<file path="config.mk">
export PLATFORM = sky130hd
export DESIGN_NAME = prioritized_interrupt_controller
export DESIGN_NICKNAME = d
export VERILOG_FILES = /design/src/intc_pkg.sv /design/src/intc_edge_detect.sv /design/src/intc_priority_pick.sv /design/src/prioritized_interrupt_controller.sv
export SDC_FILE = /design/constraint.sdc
export NUM_CORES = 1
export LEC_CHECK = 0
export ABC_CLOCK_PERIOD_IN_PS = 33100
export BUFFER_PORTS_ARGS = -buffer_cell sky130_fd_sc_hd__buf_2
export CAP_MARGIN = 20
export CORE_ASPECT_RATIO = 1.5
export CORE_UTILIZATION = 58
export DETAILED_ROUTE_END_ITERATION = 7
export PLACE_DENSITY = 0.8
export SETUP_SLACK_MARGIN = 0.4
export SYNTH_ARGS = -nofsm -noshare
export SYNTH_HDL_FRONTEND = slang
export SYNTH_SLANG_ARGS = --single-unit
</file>
<file path="constraint.sdc">
create_clock -name clk_sys_i -period 33.1 [get_ports clk_sys_i]
set_input_delay 1.655 -clock clk_sys_i [delete_from_list [all_inputs] [get_ports clk_sys_i]]
set_output_delay 1.655 -clock clk_sys_i [all_outputs]
set_load 0.03 [all_outputs]
</file>
<file path="src/intc_pkg.sv">
// Package with the constants and types of the prioritised interrupt controller
package intc_pkg;

    // Source counts
    localparam int NUM_SRC = 24;
    localparam int NUM_PIN = 12;
    localparam int NUM_SEL_PIN = 8;
    localparam int NUM_DUAL_PIN = 4;
    localparam int NUM_PERIPH = 12;
    localparam int SRC_IDX_W = 5;

    // Register indices; the byte address is four times the index
    localparam int ADDR_W = 14;
    localparam logic [11:0] IDX_PIN_EN_HIGH = 12'hfc4;
    localparam logic [11:0] IDX_PIN_EN_LOW = 12'hfc5;
    localparam logic [11:0] IDX_PORT_SEL = 12'hfc6;
    localparam logic [11:0] IDX_EDGE_SEL = 12'hfc7;
    localparam logic [11:0] IDX_GRP2_EN_HIGH = 12'hfc8;
    localparam logic [11:0] IDX_GRP2_EN_LOW = 12'hfc9;
    localparam logic [11:0] IDX_PENDING = 12'hfca;
    localparam logic [11:0] IDX_STATUS = 12'hfcb;
    localparam logic [11:0] IDX_MASK = 12'hfcc;
    localparam logic [11:0] IDX_CONTROL = 12'hfcd;

    // Values after reset
    localparam logic [7:0] RST_BYTE = 8'h00;
    localparam logic [15:0] RST_HALF = 16'h0000;
    localparam logic [23:0] RST_SRC = 24'h000000;
    localparam logic [11:0] RST_PIN = 12'h000;

    // Control register fields
    localparam int CTRL_WDT_IRQ_BIT = 0;

    // Priority encoding of an enable bit pair
    localparam logic [1:0] PRIO_DISABLED = 2'h0;
    localparam logic [1:0] PRIO_LOW = 2'h1;
    localparam logic [1:0] PRIO_NOMINAL = 2'h2;
    localparam logic [1:0] PRIO_HIGH = 2'h3;

    // Vector table placement in program memory
    localparam logic [15:0] VECTOR_BASE = 16'h0008;

    // Bus responses
    localparam logic [1:0] RESP_OKAY = 2'h0;
    localparam logic [1:0] RESP_SLVERR = 2'h2;

    // Request presented to the processor core
    typedef struct packed {
        logic valid;
        logic [1:0] level;
        logic [SRC_IDX_W-1:0] index;
        logic [15:0] vec_addr_high;
        logic [15:0] vec_addr_low;
    } irq_req_type;

endpackage : intc_pkg

</file>
<file path="src/intc_edge_detect.sv">
// Edge detection for the twelve pin interrupt sources
`timescale 1ns/100ps
module intc_edge_detect (
    // Clock and reset
    input wire logic clk_sys_i,
    input wire logic nrst_i,
    // Pin levels and edge choice
    input wire logic [intc_pkg::NUM_PIN-1:0] pin_level_i,
    input wire logic [intc_pkg::NUM_SEL_PIN-1:0] falling_sel_i,
    // One-cycle edge events
    output logic [intc_pkg::NUM_PIN-1:0] pin_event_o
);

    logic armed_reg;
    logic [intc_pkg::NUM_PIN-1:0] prev_reg;
    logic [intc_pkg::NUM_PIN-1:0] event_next;

    // Per pin edge test; armed after a first sample
    genvar gi;
    generate
        for (gi = 0; gi < intc_pkg::NUM_PIN; gi++) begin : g_pin
            if (gi < intc_pkg::NUM_SEL_PIN) begin : g_sel
                assign event_next[gi] = armed_reg & (falling_sel_i[gi] ?
                    (prev_reg[gi] & ~pin_level_i[gi]) :
                    (~prev_reg[gi] & pin_level_i[gi]));
            end else begin : g_dual
                assign event_next[gi] = armed_reg &
                    (prev_reg[gi] ^ pin_level_i[gi]);
            end
        end
    endgenerate

    // Register previous levels and events
    always_ff @(posedge clk_sys_i or negedge nrst_i) begin
        if (!nrst_i) begin
            armed_reg <= 1'b0;
            prev_reg <= intc_pkg::RST_PIN;
            pin_event_o <= intc_pkg::RST_PIN;
        end else begin
            armed_reg <= 1'b1;
            prev_reg <= pin_level_i;
            pin_event_o <= event_next;
        end
    end

endmodule : intc_edge_detect

</file>
<file path="src/intc_priority_pick.sv">
// Picks the winning pending source by level, then by source order
`timescale 1ns/100ps
module intc_priority_pick (
    // Pending requests and their levels
    input wire logic [intc_pkg::NUM_SRC-1:0] req_i,
    input wire logic [2*intc_pkg::NUM_SRC-1:0] level_i,
    // Winner
    output logic valid_o,
    output logic [1:0] level_o,
    output logic [intc_pkg::SRC_IDX_W-1:0] index_o
);

    // Scan downward so the lowest index wins a tie
    always_comb begin
        logic [1:0] lvl;
        lvl = intc_pkg::PRIO_DISABLED;
        valid_o = 1'b0;
        level_o = intc_pkg::PRIO_DISABLED;
        index_o = '0;
        for (int i = intc_pkg::NUM_SRC - 1; i >= 0; i--) begin
            lvl = level_i[2*i +: 2];
            if (req_i[i] && lvl != intc_pkg::PRIO_DISABLED &&
                lvl >= level_o) begin
                valid_o = 1'b1;
                level_o = lvl;
                index_o = i[intc_pkg::SRC_IDX_W-1:0];
            end
        end
    end

endmodule : intc_priority_pick

</file>
<file path="src/prioritized_interrupt_controller.sv">
// Prioritised vectored interrupt controller with AXI4-Lite registers
//
// Contract
// - 24 sources: 12 from port pins, 12 from on-chip peripherals.
// - Eight pin sources pick rising or falling edge; four fire on both.
// - Each source: three software priority levels or disabled.
// - Watchdog time-out may raise an interrupt, not only a reset.
// - Enabled request diverts the core to its routine, then it resumes.
// - Polled flags ignore priority and enable settings.
// - Vector high byte at even address, low byte at next odd.
// - Pin high enable byte at FC4H, read/write, zero on reset.
// - Pin low enable byte at FC5H, read/write, zero on reset.
// - Each pin bit from first or fourth port by select.
// - Pair: 00 off, 01 low, 10 nominal, 11 high.
`timescale 1ns/100ps
module prioritized_interrupt_controller (
    // Clock and reset
    input wire logic clk_sys_i,
    input wire logic nrst_i,
    // AXI4-Lite write channels
    input wire logic [intc_pkg::ADDR_W-1:0] s_axi_awaddr_i,
    input wire logic s_axi_awvalid_i,
    output logic s_axi_awready_o,
    input wire logic [31:0] s_axi_wdata_i,
    input wire logic [3:0] s_axi_wstrb_i,
    input wire logic s_axi_wvalid_i,
    output logic s_axi_wready_o,
    output logic [1:0] s_axi_bresp_o,
    output logic s_axi_bvalid_o,
    input wire logic s_axi_bready_i,
    // AXI4-Lite read channels
    input wire logic [intc_pkg::ADDR_W-1:0] s_axi_araddr_i,
    input wire logic s_axi_arvalid_i,
    output logic s_axi_arready_o,
    output logic [31:0] s_axi_rdata_o,
    output logic [1:0] s_axi_rresp_o,
    output logic s_axi_rvalid_o,
    input wire logic s_axi_rready_i,
    // Interrupt sources
    input wire logic [7:0] port_first_i,
    input wire logic [7:0] port_fourth_i,
    input wire logic [intc_pkg::NUM_DUAL_PIN-1:0] dual_edge_pin_i,
    input wire logic [intc_pkg::NUM_PERIPH-2:0] periph_event_i,
    input wire logic wdt_timeout_i,
    // Processor core side
    output intc_pkg::irq_req_type core_req_o,
    input wire logic core_ack_i,
    // Reset request and polled interrupt line
    output logic wdt_reset_req_o,
    output logic irq_o
);

    // Configuration registers
    logic [7:0] pin_en_high_reg, pin_en_high_next;
    logic [7:0] pin_en_low_reg, pin_en_low_next;
    logic [7:0] port_sel_reg, port_sel_next;
    logic [7:0] edge_sel_reg, edge_sel_next;
    logic [15:0] grp2_en_high_reg, grp2_en_high_next;
    logic [15:0] grp2_en_low_reg, grp2_en_low_next;
    logic [23:0] mask_reg, mask_next;
    logic [7:0] control_reg, control_next;
    // Request state
    logic [23:0] pending_reg, pending_next;
    logic [23:0] status_reg, status_next;
    intc_pkg::irq_req_type core_req_next;
    logic wdt_reset_next, irq_next;
    // Bus state
    logic awready_reg, awready_next;
    logic wready_reg, wready_next;
    logic bvalid_reg, bvalid_next;
    logic [1:0] bresp_reg, bresp_next;
    logic [11:0] aw_idx_reg, aw_idx_next;
    logic [31:0] wdata_reg, wdata_next;
    logic [3:0] wstrb_reg, wstrb_next;
    logic arready_reg, arready_next;
    logic rvalid_reg, rvalid_next;
    logic [31:0] rdata_reg, rdata_next;
    logic [1:0] rresp_reg, rresp_next;
    // Internal wires
    logic [intc_pkg::NUM_PIN-1:0] pin_level;
    logic [intc_pkg::NUM_PIN-1:0] pin_event;
    logic [23:0] src_event;
    logic [47:0] src_level;
    logic do_write, do_read;
    logic [11:0] ar_idx;
    logic [23:0] ack_clr, sw_clr;
    logic pick_valid;
    logic [1:0] pick_level;
    logic [intc_pkg::SRC_IDX_W-1:0] pick_index;

    // Merge the held write data into a value by byte strobes
    function automatic logic [31:0] merge(input logic [31:0] old_v);
        logic [31:0] res;
        res = old_v;
        for (int b = 0; b < 4; b++) begin
            if (wstrb_reg[b]) begin
                res[8*b +: 8] = wdata_reg[8*b +: 8];
            end
        end
        return res;
    endfunction : merge

    // Pin source selection between the two ports
    always_comb begin
        for (int i = 0; i < 8; i++) begin
            pin_level[i] = port_sel_reg[i] ? port_fourth_i[i] :
                port_first_i[i];
        end
        pin_level[11:8] = dual_edge_pin_i;
    end

    // Pin edge detection
    intc_edge_detect u_edge (
        .clk_sys_i(clk_sys_i),
        .nrst_i(nrst_i),
        .pin_level_i(pin_level),
        .falling_sel_i(edge_sel_reg),
        .pin_event_o(pin_event)
    );

    // Event vector: pins, watchdog, then peripherals
    always_comb begin
        src_event = {periph_event_i,
            wdt_timeout_i & control_reg[intc_pkg::CTRL_WDT_IRQ_BIT],
            pin_event};
    end

    // Two-bit level per source
    always_comb begin
        for (int i = 0; i < 8; i++) begin
            src_level[2*i +: 2] = {pin_en_high_reg[i],
                pin_en_low_reg[i]};
        end
        for (int i = 0; i < 16; i++) begin
            src_level[2*(i+8) +: 2] = {grp2_en_high_reg[i],
                grp2_en_low_reg[i]};
        end
    end

    // Bus handshake decode
    assign do_write = !awready_reg && !wready_reg && !bvalid_reg;
    assign do_read = s_axi_arvalid_i && arready_reg;
    assign ar_idx = s_axi_araddr_i[intc_pkg::ADDR_W-1:2];

    // Write channel; AW and W in either order
    always_comb begin
        awready_next = awready_reg;
        wready_next = wready_reg;
        bvalid_next = bvalid_reg;
        bresp_next = bresp_reg;
        aw_idx_next = aw_idx_reg;
        wdata_next = wdata_reg;
        wstrb_next = wstrb_reg;
        if (s_axi_awvalid_i && awready_reg) begin
            awready_next = 1'b0;
            aw_idx_next = s_axi_awaddr_i[intc_pkg::ADDR_W-1:2];
        end
        if (s_axi_wvalid_i && wready_reg) begin
            wready_next = 1'b0;
            wdata_next = s_axi_wdata_i;
            wstrb_next = s_axi_wstrb_i;
        end
        if (bvalid_reg && s_axi_bready_i) begin
            bvalid_next = 1'b0;
        end
        if (do_write) begin
            awready_next = 1'b1;
            wready_next = 1'b1;
            bvalid_next = 1'b1;
            if (aw_idx_reg >= intc_pkg::IDX_PIN_EN_HIGH &&
                aw_idx_reg <= intc_pkg::IDX_CONTROL) begin
                bresp_next = intc_pkg::RESP_OKAY;
            end else begin
                bresp_next = intc_pkg::RESP_SLVERR;
            end
        end
    end

    // Configuration register writes
    always_comb begin
        pin_en_high_next = pin_en_high_reg;
        pin_en_low_next = pin_en_low_reg;
        port_sel_next = port_sel_reg;
        edge_sel_next = edge_sel_reg;
        grp2_en_high_next = grp2_en_high_reg;
        grp2_en_low_next = grp2_en_low_reg;
        mask_next = mask_reg;
        control_next = control_reg;
        sw_clr = intc_pkg::RST_SRC;
        if (do_write) begin
            if (aw_idx_reg == intc_pkg::IDX_PIN_EN_HIGH) begin
                pin_en_high_next = 8'(merge(32'(pin_en_high_reg)));
            end else if (aw_idx_reg == intc_pkg::IDX_PIN_EN_LOW) begin
                pin_en_low_next = 8'(merge(32'(pin_en_low_reg)));
            end else if (aw_idx_reg == intc_pkg::IDX_PORT_SEL) begin
                port_sel_next = 8'(merge(32'(port_sel_reg)));
            end else if (aw_idx_reg == intc_pkg::IDX_EDGE_SEL) begin
                edge_sel_next = 8'(merge(32'(edge_sel_reg)));
            end else if (aw_idx_reg == intc_pkg::IDX_GRP2_EN_HIGH) begin
                grp2_en_high_next = 16'(merge(32'(grp2_en_high_reg)));
            end else if (aw_idx_reg == intc_pkg::IDX_GRP2_EN_LOW) begin
                grp2_en_low_next = 16'(merge(32'(grp2_en_low_reg)));
            end else if (aw_idx_reg == intc_pkg::IDX_PENDING) begin
                sw_clr = 24'(merge(32'h0));
            end else if (aw_idx_reg == intc_pkg::IDX_MASK) begin
                mask_next = 24'(merge(32'(mask_reg)));
            end else if (aw_idx_reg == intc_pkg::IDX_CONTROL) begin
                control_next = 8'(merge(32'(control_reg)));
            end
        end
    end

    // Read channel; data captured with the address
    always_comb begin
        arready_next = arready_reg;
        rvalid_next = rvalid_reg;
        rdata_next = rdata_reg;
        rresp_next = rresp_reg;
        if (rvalid_reg && s_axi_rready_i) begin
            rvalid_next = 1'b0;
            arready_next = 1'b1;
        end
        if (do_read) begin
            arready_next = 1'b0;
            rvalid_next = 1'b1;
            rresp_next = intc_pkg::RESP_OKAY;
            rdata_next = 32'h0;
            if (ar_idx == intc_pkg::IDX_PIN_EN_HIGH) begin
                rdata_next[7:0] = pin_en_high_reg;
            end else if (ar_idx == intc_pkg::IDX_PIN_EN_LOW) begin
                rdata_next[7:0] = pin_en_low_reg;
            end else if (ar_idx == intc_pkg::IDX_PORT_SEL) begin
                rdata_next[7:0] = port_sel_reg;
            end else if (ar_idx == intc_pkg::IDX_EDGE_SEL) begin
                rdata_next[7:0] = edge_sel_reg;
            end else if (ar_idx == intc_pkg::IDX_GRP2_EN_HIGH) begin
                rdata_next[15:0] = grp2_en_high_reg;
            end else if (ar_idx == intc_pkg::IDX_GRP2_EN_LOW) begin
                rdata_next[15:0] = grp2_en_low_reg;
            end else if (ar_idx == intc_pkg::IDX_PENDING) begin
                rdata_next[23:0] = pending_reg;
            end else if (ar_idx == intc_pkg::IDX_STATUS) begin
                rdata_next[23:0] = status_reg;
            end else if (ar_idx == intc_pkg::IDX_MASK) begin
                rdata_next[23:0] = mask_reg;
            end else if (ar_idx == intc_pkg::IDX_CONTROL) begin
                rdata_next[7:0] = control_reg;
            end else begin
                rresp_next = intc_pkg::RESP_SLVERR;
            end
        end
    end

    // Request flags; a new event always beats a clear in the same cycle
    always_comb begin
        ack_clr = intc_pkg::RST_SRC;
        if (core_ack_i && core_req_o.valid) begin
            ack_clr[core_req_o.index] = 1'b1;
        end
        pending_next = (pending_reg & ~(ack_clr | sw_clr)) | src_event;
        status_next = status_reg | src_event;
        if (do_read && ar_idx == intc_pkg::IDX_STATUS) begin
            status_next = src_event;
        end
    end

    // Pick from next pending so no stale winner shows
    intc_priority_pick u_pick (
        .req_i(pending_next),
        .level_i(src_level),
        .valid_o(pick_valid),
        .level_o(pick_level),
        .index_o(pick_index)
    );

    // Core request and polled line
    always_comb begin
        core_req_next.valid = pick_valid;
        core_req_next.level = pick_level;
        core_req_next.index = pick_index;
        core_req_next.vec_addr_high = intc_pkg::VECTOR_BASE +
            {10'h0, pick_index, 1'b0};
        core_req_next.vec_addr_low = intc_pkg::VECTOR_BASE +
            {10'h0, pick_index, 1'b1};
        irq_next = |(status_next & mask_next);
        wdt_reset_next = wdt_timeout_i &
            ~control_reg[intc_pkg::CTRL_WDT_IRQ_BIT];
    end

    // Register every state group
    always_ff @(posedge clk_sys_i or negedge nrst_i) begin
        if (!nrst_i) begin
            pin_en_high_reg <= intc_pkg::RST_BYTE;
            pin_en_low_reg <= intc_pkg::RST_BYTE;
            port_sel_reg <= intc_pkg::RST_BYTE;
            edge_sel_reg <= intc_pkg::RST_BYTE;
            grp2_en_high_reg <= intc_pkg::RST_HALF;
            grp2_en_low_reg <= intc_pkg::RST_HALF;
            mask_reg <= intc_pkg::RST_SRC;
            control_reg <= intc_pkg::RST_BYTE;
            pending_reg <= intc_pkg::RST_SRC;
            status_reg <= intc_pkg::RST_SRC;
            core_req_o <= '0;
            irq_o <= 1'b0;
            wdt_reset_req_o <= 1'b0;
            awready_reg <= 1'b1;
            wready_reg <= 1'b1;
            bvalid_reg <= 1'b0;
            bresp_reg <= intc_pkg::RESP_OKAY;
            aw_idx_reg <= 12'h000;
            wdata_reg <= 32'h0;
            wstrb_reg <= 4'h0;
            arready_reg <= 1'b1;
            rvalid_reg <= 1'b0;
            rdata_reg <= 32'h0;
            rresp_reg <= intc_pkg::RESP_OKAY;
        end else begin
            pin_en_high_reg <= pin_en_high_next;
            pin_en_low_reg <= pin_en_low_next;
            port_sel_reg <= port_sel_next;
            edge_sel_reg <= edge_sel_next;
            grp2_en_high_reg <= grp2_en_high_next;
            grp2_en_low_reg <= grp2_en_low_next;
            mask_reg <= mask_next;
            control_reg <= control_next;
            pending_reg <= pending_next;
            status_reg <= status_next;
            core_req_o <= core_req_next;
            irq_o <= irq_next;
            wdt_reset_req_o <= wdt_reset_next;
            awready_reg <= awready_next;
            wready_reg <= wready_next;
            bvalid_reg <= bvalid_next;
            bresp_reg <= bresp_next;
            aw_idx_reg <= aw_idx_next;
            wdata_reg <= wdata_next;
            wstrb_reg <= wstrb_next;
            arready_reg <= arready_next;
            rvalid_reg <= rvalid_next;
            rdata_reg <= rdata_next;
            rresp_reg <= rresp_next;
        end
    end

    // Bus outputs from flops
    assign s_axi_awready_o = awready_reg;
    assign s_axi_wready_o = wready_reg;
    assign s_axi_bvalid_o = bvalid_reg;
    assign s_axi_bresp_o = bresp_reg;
    assign s_axi_arready_o = arready_reg;
    assign s_axi_rvalid_o = rvalid_reg;
    assign s_axi_rdata_o = rdata_reg;
    assign s_axi_rresp_o = rresp_reg;

endmodule : prioritized_interrupt_controller

</file>
==> key figures <==
Outcome
  – Outcome: completed

Logic synthesis
  – Post-Synthesis Cells: about 1400
  – Synth Area per Inst: approximately 10 um^2
  – Synthesized area: 0.0137 mm^2
  – Share of the synthesized area in the top cell type: 45.6%
  – FFs w/ async S/R, synth: 100%
  – Sequential-to-total area share from yosys stat: 46.2%
  – Main synth FF type: dfrtp_1
  – Top cells by area, synth: dfrtp_1 46%, mux2_2 10%, ha_1 4.3%
  – Ys Warns: 0
  – Area leader, netlist: dfrtp_1
  – Flops & latches, synth: 253
  – EDFF count, synth: 0
  – Library cells used by synthesis: 78

Drt
  – Routed WL per cell: 22.5 um
  – Detailed-route DRC error count: 0
  – Vias per inst: 6.24
  – Iteration-0 DRC Markers: 1050
  – Via count: approximately 12000
  – Post-route ant nets: 0
  – DRT Pass-1 Iters: 7
  – Routed WL: between 40000 and 50000 um

Setup path
  – CP max-delay cell: mux2_2
  – Setup crit end kind: register
  – Crit-path max FO: 7
  – Data required time of the worst path: 33560 ps
  – CP Launch Type: primary input
  – CP max stage delay: approximately 370 ps
  – Data arrival, critical path: 31060 ps
  – Setup CP Type: in -> reg
  – Most frequent cell on the critical path: ha_1

Pwr
  – Worst VDD drop: 0.0511 mV
  – Switch Pwr: 0.000281 W
  – Int Pwr: 0.000587 W
  – Seq pwr share: 46.9%
  – Combinational Power Share: 18.9%
  – Clock power share: about a third
  – Tot Pwr: 0.000869 W
  – PwrDens: 53.9 mW/mm^2
  – Switching portion of total power: between 30 and 40%
  – Cell leakage power: 7.55 nW

Timing
  – Hold Violations, Final: 0
  – Max-slew headroom: about a quarter
  – Worst Skew: around 25 ps
  – Tmin final: around 31000 ps
  – RSZ-0062 raised after global routing: no
  – Final setup fails: 0
  – Fmax: roughly 0.033 GHz
  – Setup TNS: 0 ps
  – Max-slew violations: 0
  – Fin crit share: 92.5%
  – Final worst slack: ~2500 ps
  – Worst-Margin Slew: approximately 1100 ps

Clocking
  – CTS tree: yes
  – Clk slew on worst S/H paths: ~60 ps
  – Hold_buf cts: 0
  – Worst-Skew Late Latency: 550 ps
  – TritonCTS Buffers: 25
  – H-tree depth: 1
  – Sink Count: 253
  – Root Buffer: clkbuf_16
  – Maximum root-to-sink buffer count: 3

Floorplan
  – Core Region: 0.0231 mm^2
  – IO Count: 187
  – Width of the die: 128 um
  – Die H: 190 um
  – Initial core utilization: between 50% and 60%
  – Total die area: 0.0243 mm^2
  – Placement Rows: 68

Placement
  – RD Place Congestion: 0.972
  – Post-place instance area: 0.0151 mm^2
  – Dpl hpwl: roughly 32000 um
  – Pre-CTS setup slack: 1140 ps
  – Port bufs: 144

Final layout
  – Register area: 0.00633 mm^2
  – N_diodes: 0
  – Nets: 1717
  – Fillers: roughly 1800
  – Design area: 0.0161 mm^2
  – Area Growth Syn to Fin: 17.6%
  – Share of cells above drive strength 1: 28.9%
  – Footprint of the multi-input gates: 0.00689 mm^2

Global routing
  – Largest net degree at the start of global routing: 110
  – Grt total ovfl: 0
  – Vias in the first global route: roughly 12000
  – Global-route wire length before repair: 65600 um
  – Total GRT Usage: 36.0%
  – Initial antenna violation count: 0

Min path
  – Min-delay worst type: reg -> reg

Job
  – Max_cap viols: 0
power by group through the flow:
stage / sequential, W / combinational [W] / clock (W)
finish: 0.000408 / 0.000165 / 0.000296
global route: 0.000410 / 0.000178 / 0.000312
CTS: 0.000405 / 0.000163 / 0.000299
detailed placement: 0.000409 / 0.000161 / 0
global placement: 0.000407 / 0.000156 / 0
floorplan: 0.000388 / 0.000110 / 0
final cells by class:
cell class | instances | share of cell area [%]
tap | 315 | 2.44
clock buffer | 35 | 4.36
timing repair buffer | 232 | 8.63
clock inverter | 11 | 0.931
sequential | 253 | 39.3
multi-input combinational | 982 | 42.7
inverter | 72 | 1.68
Yosys cell counts (6+ instances only):
cell type,n
a221oi_1,19
nand2_1,143
a21oi_1,60
or2_2,13
inv_1,71
nand2b_1,31
nand4b_1,6
ha_1,47
nand4_1,9
nand3_1,22
a21o_1,29
a21boi_0,24
dfrtp_1,250
nor3_1,15
and2_1,15
a22oi_1,37
nor2b_1,12
nor2_1,63
o21a_1,7
a31oi_1,21
buf_4,38
o31ai_1,7
mux2i_1,10
clkbuf_1,37
o2111ai_1,6
mux2_2,126
o21ai_0,109
or3_1,13
a211oi_1,6
and3_1,14
routing by layer:
| metal | part of all wire [%] | track usage, % | vias up |
|---|---|---|---|
| met5 | 0 | 0 | - |
| met3 | 6.3 | 4.80 | 195 |
| met2 | 50 | 61.0 | 628 |
| li1 | - | - | 5276 |
| met4 | 9.2 | 31.2 | 0 |
| met1 | 35 | 39.6 | 5756 |
cells in the final DEF (no fill, tap or decap), types with 14 or more instances in the layout:
master / n
nand2_1: 143
inv_1: 71
mux2_2: 126
clkbuf_16: 25
and3_1: 14
nor2_1: 63
buf_4: 88
buf_2: 143
nand2b_1: 31
a221oi_1: 16
a21o_1: 29
nand3_1: 22
dfrtp_1: 250
ha_1: 47
a31oi_1: 20
and2_1: 15
o21ai_0: 109
a22oi_1: 37
conb_1: 31
a21oi_1: 55
a21boi_0: 23
path summary, 6_finish.rpt:
path / start / end / slack [ps] / cells past startpoint
setup / recovery: core_ack_i / core_req_o[5] / 2500 / 166
hold / removal: s_axi_rdata_o[12] / s_axi_rdata_o[12] / 470 / 2
setup reg to reg: aw_idx_reg[0] / core_req_o[5] / 2660 / 164
hold reg to reg: s_axi_rdata_o[12] / s_axi_rdata_o[12] / 470 / 2
max in group asynchronous: nrst_i / grp2_en_low_reg[13] / 30410 / 2
min in group asynchronous: nrst_i / u_edge.prev_reg[11] / 1120 / 1
timing repair:
item | CTS | global route
resized for setup | 0 | 18
setup buffers | 0 | 4
setup endpoints to repair | 0 | 11
through the flow:
step	instances	utilization [%]	hold WS, ps
after floorplan	1387	-	438
after global placement	1849	65.4	457
after detailed placement	1850	65.4	462
after global routing	1900	69.7	497
after CTS	1896	69.1	477
final	1900	69.7	469
cells by family after synthesis:
family                   count (synthesis)  synth area share [%]
AND/OR/NAND/NOR                        385                  14.6
AO/OA/AOI/OAI                          377                  18.2
flip-flops                             253                  46.2
buffers and inverters                  152                  5.23
multiplexers                           137                  11.2
adder cells (fa/ha/maj)                 47                  4.29
XOR/XNOR                                 5                 0.319
other                                    2                0.0547
critical path: cells and delay by family:
family / cells / cell delay [ps]
AOI/OAI and AO/OA: 66 / 11930
and+or+nand+nor: 55 / 7590
adders and majority gates: 24 / 6350
buffers and inverters: 17 / 2310
muxes: 3 / 1060
xor gates and xnor gates: 1 / 130
No activity file was read; power rests on OpenSTA's default activity.
